## config.mk

```make
export PLATFORM = sky130hd
export DESIGN_NAME = core_timing
export DESIGN_NICKNAME = d
export VERILOG_FILES = /design/src/hw/core_timing_pkg.sv /design/src/hw/core_timing.sv
export SDC_FILE = /design/constraint.sdc
export NUM_CORES = 1
export LEC_CHECK = 0
export BUFFER_PORTS_ARGS = -buffer_cell sky130_fd_sc_hd__buf_2
export CORE_MARGIN = 2
export CORE_UTILIZATION = 56
export DETAILED_ROUTE_END_ITERATION = 6
export PLACE_DENSITY = 0.89
export REMOVE_ABC_BUFFERS = 1
export SYNTH_ARGS = -nofsm -noshare
export SYNTH_HDL_FRONTEND = slang
export SYNTH_SLANG_ARGS = --single-unit
export TNS_END_PERCENT = 5
```

## constraint.sdc

```tcl
create_clock -name clk_sys -period 2.5 [get_ports clk_sys]
set_clock_uncertainty 0.05 [all_clocks]
set_input_delay 0.125 -clock clk_sys [delete_from_list [all_inputs] [get_ports clk_sys]]
set_output_delay 0.125 -clock clk_sys [all_outputs]
set_load 0.02 [all_outputs]
```

## src/hw/core_timing_pkg.sv

```systemverilog
// Constants and types shared by the instruction timing block.
//==============================================================================
// What this block does
// - Flag effects match conventional family behaviour.
// - Machine cycle is exactly four clocks.
// - At most one byte fetch per cycle.
// - Cycle count equals byte count, except jumps and calls.
// - Jumps and calls add one cycle.
// - Add-class sets C/OV/AC; all other classes keep C.
// - Carry-only instructions leave OV, AC alone.
// - Direct/immediate add forms take two cycles.
// - Absolute call/jump: two bytes, three cycles.
//==============================================================================
package core_timing_pkg;

    // Clock periods in one machine cycle.
    localparam int unsigned CLKS_PER_MC   = 4;
    localparam int unsigned PHASE_W       = 2;
    localparam logic [1:0]  PHASE_LAST    = 2'h3;
    localparam logic [1:0]  PHASE_RST     = 2'h0;
    // Phase at whose edge the fetch request for the fourth clock is raised.
    localparam logic [1:0]  PHASE_FETCH   = 2'h2;
    // Machine-cycle counter width and reset.
    localparam logic [2:0]  MC_ONE        = 3'h1;
    localparam logic [2:0]  MC_TWO        = 3'h2;
    localparam logic [2:0]  MC_THREE      = 3'h3;
    localparam logic [2:0]  MC_RST        = 3'h0;
    // Opcode groups.
    localparam logic [7:0]  OP_NOP        = 8'h00;
    localparam logic [7:0]  OP_ADD_IMM    = 8'h24;
    localparam logic [7:0]  OP_ADD_DIR    = 8'h25;
    localparam logic [7:0]  OP_ADDC_IMM   = 8'h34;
    localparam logic [7:0]  OP_ADDC_DIR   = 8'h35;
    localparam logic [4:0]  OP_ABS_LOW    = 5'h01;
    localparam logic [4:0]  OP_ACALL_LOW  = 5'h11;
    localparam logic [3:0]  OP_ADD_HI     = 4'h2;
    localparam logic [3:0]  OP_ADDC_HI    = 4'h3;
    // Flag bit positions in the flag vector (C, AC, OV).
    localparam int unsigned FLAG_CY       = 2;
    localparam int unsigned FLAG_AC       = 1;
    localparam int unsigned FLAG_OV       = 0;
    localparam logic [2:0]  FLAGS_RST     = 3'h0;

    // Decode class of an opcode.
    typedef enum logic [2:0] {
        CLS_NOP, CLS_ADD, CLS_ADDC, CLS_JMP, CLS_CALL, CLS_OTHER
    } op_class_type;

    // Sequencer states.
    typedef enum logic [1:0] {
        ST_FETCH, ST_EXEC
    } seq_state_type;

endpackage

```

## src/hw/core_timing.sv

```systemverilog
// Instruction decode and machine-cycle timing for the fast core.
module core_timing (
    // Clock and reset.
    input  wire logic        clk_sys,
    input  wire logic        arst_n,
    // Program memory fetch side.
    input  wire logic [7:0]  fetch_data,
    output logic             fetch_req,
    // Datapath side.
    input  wire logic        alu_carry,
    input  wire logic        alu_aux,
    input  wire logic        alu_ovf,
    output logic [7:0]       opcode,
    output logic [2:0]       mc_total,
    output logic             is_branch,
    output logic             flag_we,
    output logic [2:0]       flags,
    output logic             instr_done
);

    //==========================================================================
    // Reset release
    //==========================================================================
    logic rst_meta_r;
    logic rst_n_r;

    // Releases the reset through two flip-flops.
    always_ff @(posedge clk_sys or negedge arst_n) begin
        if (!arst_n) begin
            rst_meta_r <= 1'b0;
            rst_n_r    <= 1'b0;
        end else begin
            rst_meta_r <= 1'b1;
            rst_n_r    <= rst_meta_r;
        end
    end

    //==========================================================================
    // Decode
    //==========================================================================
    core_timing_pkg::op_class_type cls_nxt;
    logic [2:0]                    mc_nxt;

    // Classifies an opcode and looks up its machine-cycle count.
    always_comb begin
        cls_nxt = core_timing_pkg::CLS_OTHER;
        mc_nxt  = core_timing_pkg::MC_ONE;
        if (fetch_data == core_timing_pkg::OP_NOP) begin
            cls_nxt = core_timing_pkg::CLS_NOP;
        end else if (fetch_data[4:0] == core_timing_pkg::OP_ABS_LOW) begin
            cls_nxt = core_timing_pkg::CLS_JMP;
            mc_nxt  = core_timing_pkg::MC_THREE;
        end else if (fetch_data[4:0] == core_timing_pkg::OP_ACALL_LOW) begin
            cls_nxt = core_timing_pkg::CLS_CALL;
            mc_nxt  = core_timing_pkg::MC_THREE;
        end else if (fetch_data == core_timing_pkg::OP_ADD_IMM
                  || fetch_data == core_timing_pkg::OP_ADD_DIR) begin
            cls_nxt = core_timing_pkg::CLS_ADD;
            mc_nxt  = core_timing_pkg::MC_TWO;
        end else if (fetch_data == core_timing_pkg::OP_ADDC_IMM
                  || fetch_data == core_timing_pkg::OP_ADDC_DIR) begin
            cls_nxt = core_timing_pkg::CLS_ADDC;
            mc_nxt  = core_timing_pkg::MC_TWO;
        end else if (fetch_data[7:4] == core_timing_pkg::OP_ADD_HI
                  && (fetch_data[3] || fetch_data[2:1] == 2'h3)) begin
            cls_nxt = core_timing_pkg::CLS_ADD;
        end else if (fetch_data[7:4] == core_timing_pkg::OP_ADDC_HI
                  && (fetch_data[3] || fetch_data[2:1] == 2'h3)) begin
            cls_nxt = core_timing_pkg::CLS_ADDC;
        end
    end

    //==========================================================================
    // Machine-cycle sequencer
    //==========================================================================
    // The opcode byte is fetched in the first machine cycle of every
    // instruction, and that cycle counts towards the instruction's total. A
    // one-byte form therefore ends in the same cycle that fetched it; only the
    // cycles after the opcode cycle are kept in the down-counter.
    core_timing_pkg::seq_state_type state_r;
    core_timing_pkg::op_class_type  cls_r;
    core_timing_pkg::op_class_type  cls_cur;
    logic [1:0]                     phase_r;
    logic [2:0]                     mc_left_r;
    logic                           mc_end;
    logic                           first_mc;
    logic                           one_mc_op;
    logic                           last_exec;
    logic                           finish;
    logic                           branch_cur;
    logic                           branch_nxt;
    logic                           fetch_slot;

    // Machine-cycle boundary and position within the instruction.
    assign mc_end     = (phase_r == core_timing_pkg::PHASE_LAST);
    assign first_mc   = (state_r == core_timing_pkg::ST_FETCH);
    assign one_mc_op  = (mc_nxt == core_timing_pkg::MC_ONE);
    assign last_exec  = (mc_left_r <= core_timing_pkg::MC_ONE);

    // The instruction ends at the close of its last machine cycle, which for a
    // one-cycle form is the opcode cycle itself.
    assign finish     = mc_end && (first_mc ? one_mc_op : last_exec);

    // The class in force is the incoming one during the opcode cycle, since a
    // one-cycle form finishes before its class could be registered.
    assign cls_cur    = first_mc ? cls_nxt : cls_r;

    // Jump and call classes of the held and of the incoming opcode.
    assign branch_cur = (cls_r == core_timing_pkg::CLS_JMP)
                     || (cls_r == core_timing_pkg::CLS_CALL);
    assign branch_nxt = (cls_nxt == core_timing_pkg::CLS_JMP)
                     || (cls_nxt == core_timing_pkg::CLS_CALL);

    // Every cycle fetches one byte, except the extra address cycle that
    // closes a jump or call; that cycle only forms the new program address.
    assign fetch_slot = first_mc || !(branch_cur && last_exec);

    // Counts four clocks per machine cycle.
    always_ff @(posedge clk_sys or negedge rst_n_r) begin
        if (!rst_n_r) begin
            phase_r <= core_timing_pkg::PHASE_RST;
        end else begin
            phase_r <= phase_r + 2'h1;
        end
    end

    // Leaves the opcode cycle only for forms that need further cycles and
    // returns to it at the close of the last one.
    always_ff @(posedge clk_sys or negedge rst_n_r) begin
        if (!rst_n_r) begin
            state_r <= core_timing_pkg::ST_FETCH;
        end else if (mc_end) begin
            case (state_r)
                core_timing_pkg::ST_FETCH: begin
                    if (!one_mc_op) begin
                        state_r <= core_timing_pkg::ST_EXEC;
                    end
                end
                core_timing_pkg::ST_EXEC: begin
                    if (last_exec) begin
                        state_r <= core_timing_pkg::ST_FETCH;
                    end
                end
                default: begin
                    state_r <= core_timing_pkg::ST_FETCH;
                end
            endcase
        end
    end

    // Takes the opcode, its class and its cycle count at the close of the opcode cycle and holds them until the next opcode cycle closes.
    always_ff @(posedge clk_sys or negedge rst_n_r) begin
        if (!rst_n_r) begin
            opcode   <= core_timing_pkg::OP_NOP;
            cls_r    <= core_timing_pkg::CLS_NOP;
            mc_total <= core_timing_pkg::MC_RST;
        end else if (mc_end && first_mc) begin
            opcode   <= fetch_data;
            cls_r    <= cls_nxt;
            mc_total <= mc_nxt;
        end
    end

    // Counts the cycles that follow the opcode cycle; a branch keeps one more
    // than its operand bytes for the address calculation.
    always_ff @(posedge clk_sys or negedge rst_n_r) begin
        if (!rst_n_r) begin
            mc_left_r <= core_timing_pkg::MC_RST;
        end else if (mc_end) begin
            if (first_mc) begin
                mc_left_r <= mc_nxt - core_timing_pkg::MC_ONE;
            end else if (!last_exec) begin
                mc_left_r <= mc_left_r - core_timing_pkg::MC_ONE;
            end
        end
    end

    //==========================================================================
    // Fetch and status outputs
    //==========================================================================
    // Requests one byte during the fourth clock of each fetching cycle, so the
    // memory steps on the same edge at which the byte is taken.
    always_ff @(posedge clk_sys or negedge rst_n_r) begin
        if (!rst_n_r) begin
            fetch_req <= 1'b0;
        end else begin
            fetch_req <= (phase_r == core_timing_pkg::PHASE_FETCH) && fetch_slot;
        end
    end

    // Pulses for one clock after the last machine cycle of an instruction.
    always_ff @(posedge clk_sys or negedge rst_n_r) begin
        if (!rst_n_r) begin
            instr_done <= 1'b0;
        end else begin
            instr_done <= finish;
        end
    end

    // Stays high from the close of the opcode cycle to the end of a branch.
    always_ff @(posedge clk_sys or negedge rst_n_r) begin
        if (!rst_n_r) begin
            is_branch <= 1'b0;
        end else if (finish) begin
            is_branch <= 1'b0;
        end else if (mc_end && first_mc) begin
            is_branch <= branch_nxt;
        end
    end

    //==========================================================================
    // Flags
    //==========================================================================
    logic       add_cur;
    logic       flag_upd;
    logic [2:0] alu_flags;
    wire  [2:0] flags_nxt;

    // The flags change only at the close of an add-class instruction.
    assign add_cur  = (cls_cur == core_timing_pkg::CLS_ADD)
                   || (cls_cur == core_timing_pkg::CLS_ADDC);
    assign flag_upd = finish && add_cur;

    // Gathers the datapath result flags into the flag layout.
    always_comb begin
        alu_flags                           = core_timing_pkg::FLAGS_RST;
        alu_flags[core_timing_pkg::FLAG_CY] = alu_carry;
        alu_flags[core_timing_pkg::FLAG_AC] = alu_aux;
        alu_flags[core_timing_pkg::FLAG_OV] = alu_ovf;
    end

    // Each flag bit takes its result on an update and otherwise keeps its
    // value, so every other class leaves carry, overflow and aux carry alone.
    for (genvar i = 0; i < 3; i++) begin : g_flag
        assign flags_nxt[i] = flag_upd ? alu_flags[i] : flags[i];
    end

    // Registers the flag vector with the same meaning as the conventional core.
    always_ff @(posedge clk_sys or negedge rst_n_r) begin
        if (!rst_n_r) begin
            flags <= core_timing_pkg::FLAGS_RST;
        end else begin
            flags <= flags_nxt;
        end
    end

    // Pulses for one clock when the flag vector has been written.
    always_ff @(posedge clk_sys or negedge rst_n_r) begin
        if (!rst_n_r) begin
            flag_we <= 1'b0;
        end else begin
            flag_we <= flag_upd;
        end
    end

endmodule

```

==> results.cfg <==
[yosys]
synth-main-ff-cell = dfrtp_1
yosysTopAreaCellShare = 0.533
post_synth_inst_count = 133
ys_types = 31
seq_area_frac_synth = 0.533
synth_area_leaders = dfrtp_1 (53%), nand2_1 (9.1%), ha_1 (5.7%)
async_flop_share = 1.00
synth_enable_flop_cells = 0
ys_ff_latch = 28
syn-mean-instance-area_um2 = 9.89
synth_top_cell_by_area = dfrtp_1
syn_area_um2 = 1320
yosysWarnings = 0

[floorplanning]
die_x_um = 52.5
io_pins = 31
initial_core_util = 0.594
rows = 17
die_area_um2 = 2750
dieHeight_um = 52.5
core-area_um2 = 2210

[route]
vias = 1067
vias_per_cell = 5.42
postRouteAntennaNets = 0
drtIter0Drc = 12
wl_per_cell_um = 14.0
drc = 0
wirelength_mm = 2.77
first_pass_iters = 4

[timing]
relSlewSlack = 0.350
fin_crit_sh = 0.850
setup_tns_ns = 0
maxSlewViolCount = 0
fmax_mhz = 471
rsz0062_at_grt = no
hold_viol_final = 0
finalWorstSetupSlack_ns = 0.375
setup_viol = 0
finalCriticalPeriod_ns = 2.12
tightest_slew_ns = 0.975

[place]
io_buffers = 29
place_hpwl_mm = 1.98
place_area_um2 = 1480
place_congestion = 0.838
dp_slack_ns = 0.0255

[finish]
layout_commonest_cell = nand2_1
final_cell_mix = nand2_1 (32), buf_2 (29), dfrtp_1 (28)
syn2layout_area_growth_pct = 20.6
fin_util = 0.717
drive_gt1_frac = 0.237
n_antenna_cell = 0
finalNetCount = 190
final_area_um2 = 1590

[critical_path]
regToRegSetupSlack_ns = 0.58
cp_data_required_time_ns = 2.67
worst-setup-path-type = input pin to register
r2r-start = mc_left_r[0]
crit_slowest_cell = or3b_4
rr_worst_depth = 5
timing.rr.end = flags[1]
cpPeakStageDelay_ns = 0.42
path_cells = buf_2, or3b_4, nor4b_4, nor2_1, ha_1, o21ai_0, nor3_1, a21oi_1, mux2_2
path_max_fanout = 5
crit_arrival_ns = 2.30
start_kind = input pin
end_kind = register

[pwr]
leakage_nw = 0.793
p_per_area_nw_per_um2 = 584
power.total_uw = 926
ir_worst_vdd_mv = 0.617

[clock_tree]
numClockSinks = 28
cts_buffer_depth = 2
cts_root_buffer = clkbuf_4
cts_buffers = 3
cts_tree = yes
cts_max_level = 1
clk_pin_slew_ns = 0.13
insertion_delay_ns = 0.33

[hold_path]
min_path_cells = 3
hp-start = fetch_data[2]
hold_class = input pin to register
min_to = opcode[2]

[grt]
antenna_found_initial = 0
grt_first_pass_wirelength_mm = 4.64
track_usage = 0.234
grt_max_degree = 27
overflow = 0
grt_pass1_vias = 1087

[run_status]
status = finished, final reports clean

[run]
drv_cap = 0
==> area by class of cell <==
type / count / area [um^2]
Timing Repair Buffer: 39 / 240
Fill cell: 167 / 627
Sequential cell: 28 / 701
Multi-Input combinational cell: 92 / 561
Inverter: 7 / 26.3
Clock buffer: 3 / 22.5
Tap cell: 28 / 35.0
==> stage by stage <==
| stage | hold slack, ns | std cells |
|---|---|---|
| 2_1_floorplan | -0.221 | 127 |
| 5_1_grt | 0.0231 | 197 |
| 3_3_place_gp | -0.141 | 186 |
| 4_1_cts | 0.00875 | 197 |
| 3_5_place_dp | -0.138 | 186 |
| 6_report | 0.0161 | 197 |
==> critical path, delay by kind of cell <==
kind	cells	cell delay (ns)
buffers and inverters	1	0.11
AO/OA/AOI/OAI	2	0.41
AND/OR/NAND/NOR	4	1.01
adder cells (fa/ha/maj)	1	0.25
multiplexers	1	0.39
==> cells in the mapped netlist, types with 2 or more instances <==
cell type	number
o21ai_0	7
clkbuf_1	4
nand2b_1	3
conb_1	2
mux2i_1	3
dfrtp_1	28
a22o_1	2
mux2_2	3
a21oi_1	7
nor4_1	2
nor2_1	5
inv_1	7
nor2b_1	4
nor3_1	3
ha_1	6
nand2_1	32
==> registers in the layout (all words and copies together) (netlist names) <==
register,count
fetch_req,1
state_r,1
mc_total,2
rst_n_r,1
is_branch,1
opcode,8
rst_meta_r,1
instr_done,1
flag_we,1
mc_left_r,3
flags,3
cls_r,3
phase_r,2
==> power breakdown <==
part	switching [mW]	total [mW]	internal, mW
clock	0.125	0.181	0.0566
sequential	0.0395	0.539	0.500
combinational	0.117	0.205	0.0885
==> layer usage <==
metal / share of wire / track usage / vias to the layer above
li1: - / - / 511
met1: 0.40 / 0.269 / 511
met2: 0.52 / 0.421 / 39
met3: 0.052 / 0.0371 / 6
met4: 0.020 / 0.107 / 0
met5: 0 / 0 / -
==> cells by family (layout without fill, tap and decap cells) <==
logic type      Yosys count  in the layout  synth area share
flops                    28             28             0.533
simple gates             53             53             0.198
compound gates           24             24             0.110
fa+ha+maj                 6              6            0.0571
xor+xnor                  1              1           0.00666
buf+inv                  13             49            0.0409
other cells               2              2           0.00571
mux                       6              6            0.0485
==> how the worst max path moves through the flow <==
| stage | cells past startpoint | endpoint | startpoint | slack [ns] |
|---|---|---|---|---|
| final | 9 | flags[1] | fetch_data[7] | 0.38 |
| after global routing | 9 | flags[1] | fetch_data[7] | 0.26 |
| after CTS | 9 | flags[1] | fetch_data[7] | 0.38 |
| after detailed placement | 9 | flags[1] | fetch_data[7] | 0.03 |
| after floorplan | 8 | flags[0] | fetch_data[7] | 0.35 |
| after global placement | 9 | flags[2] | fetch_data[7] | 0.17 |
==> repair_timing <==
action / in CTS / in global routing
buffers inserted: 0 / 0
hold buffers: 8 / 0
resized for setup: 0 / 0
hold endpoints to repair: 9 / 0
(Power assumes the default switching activity.)
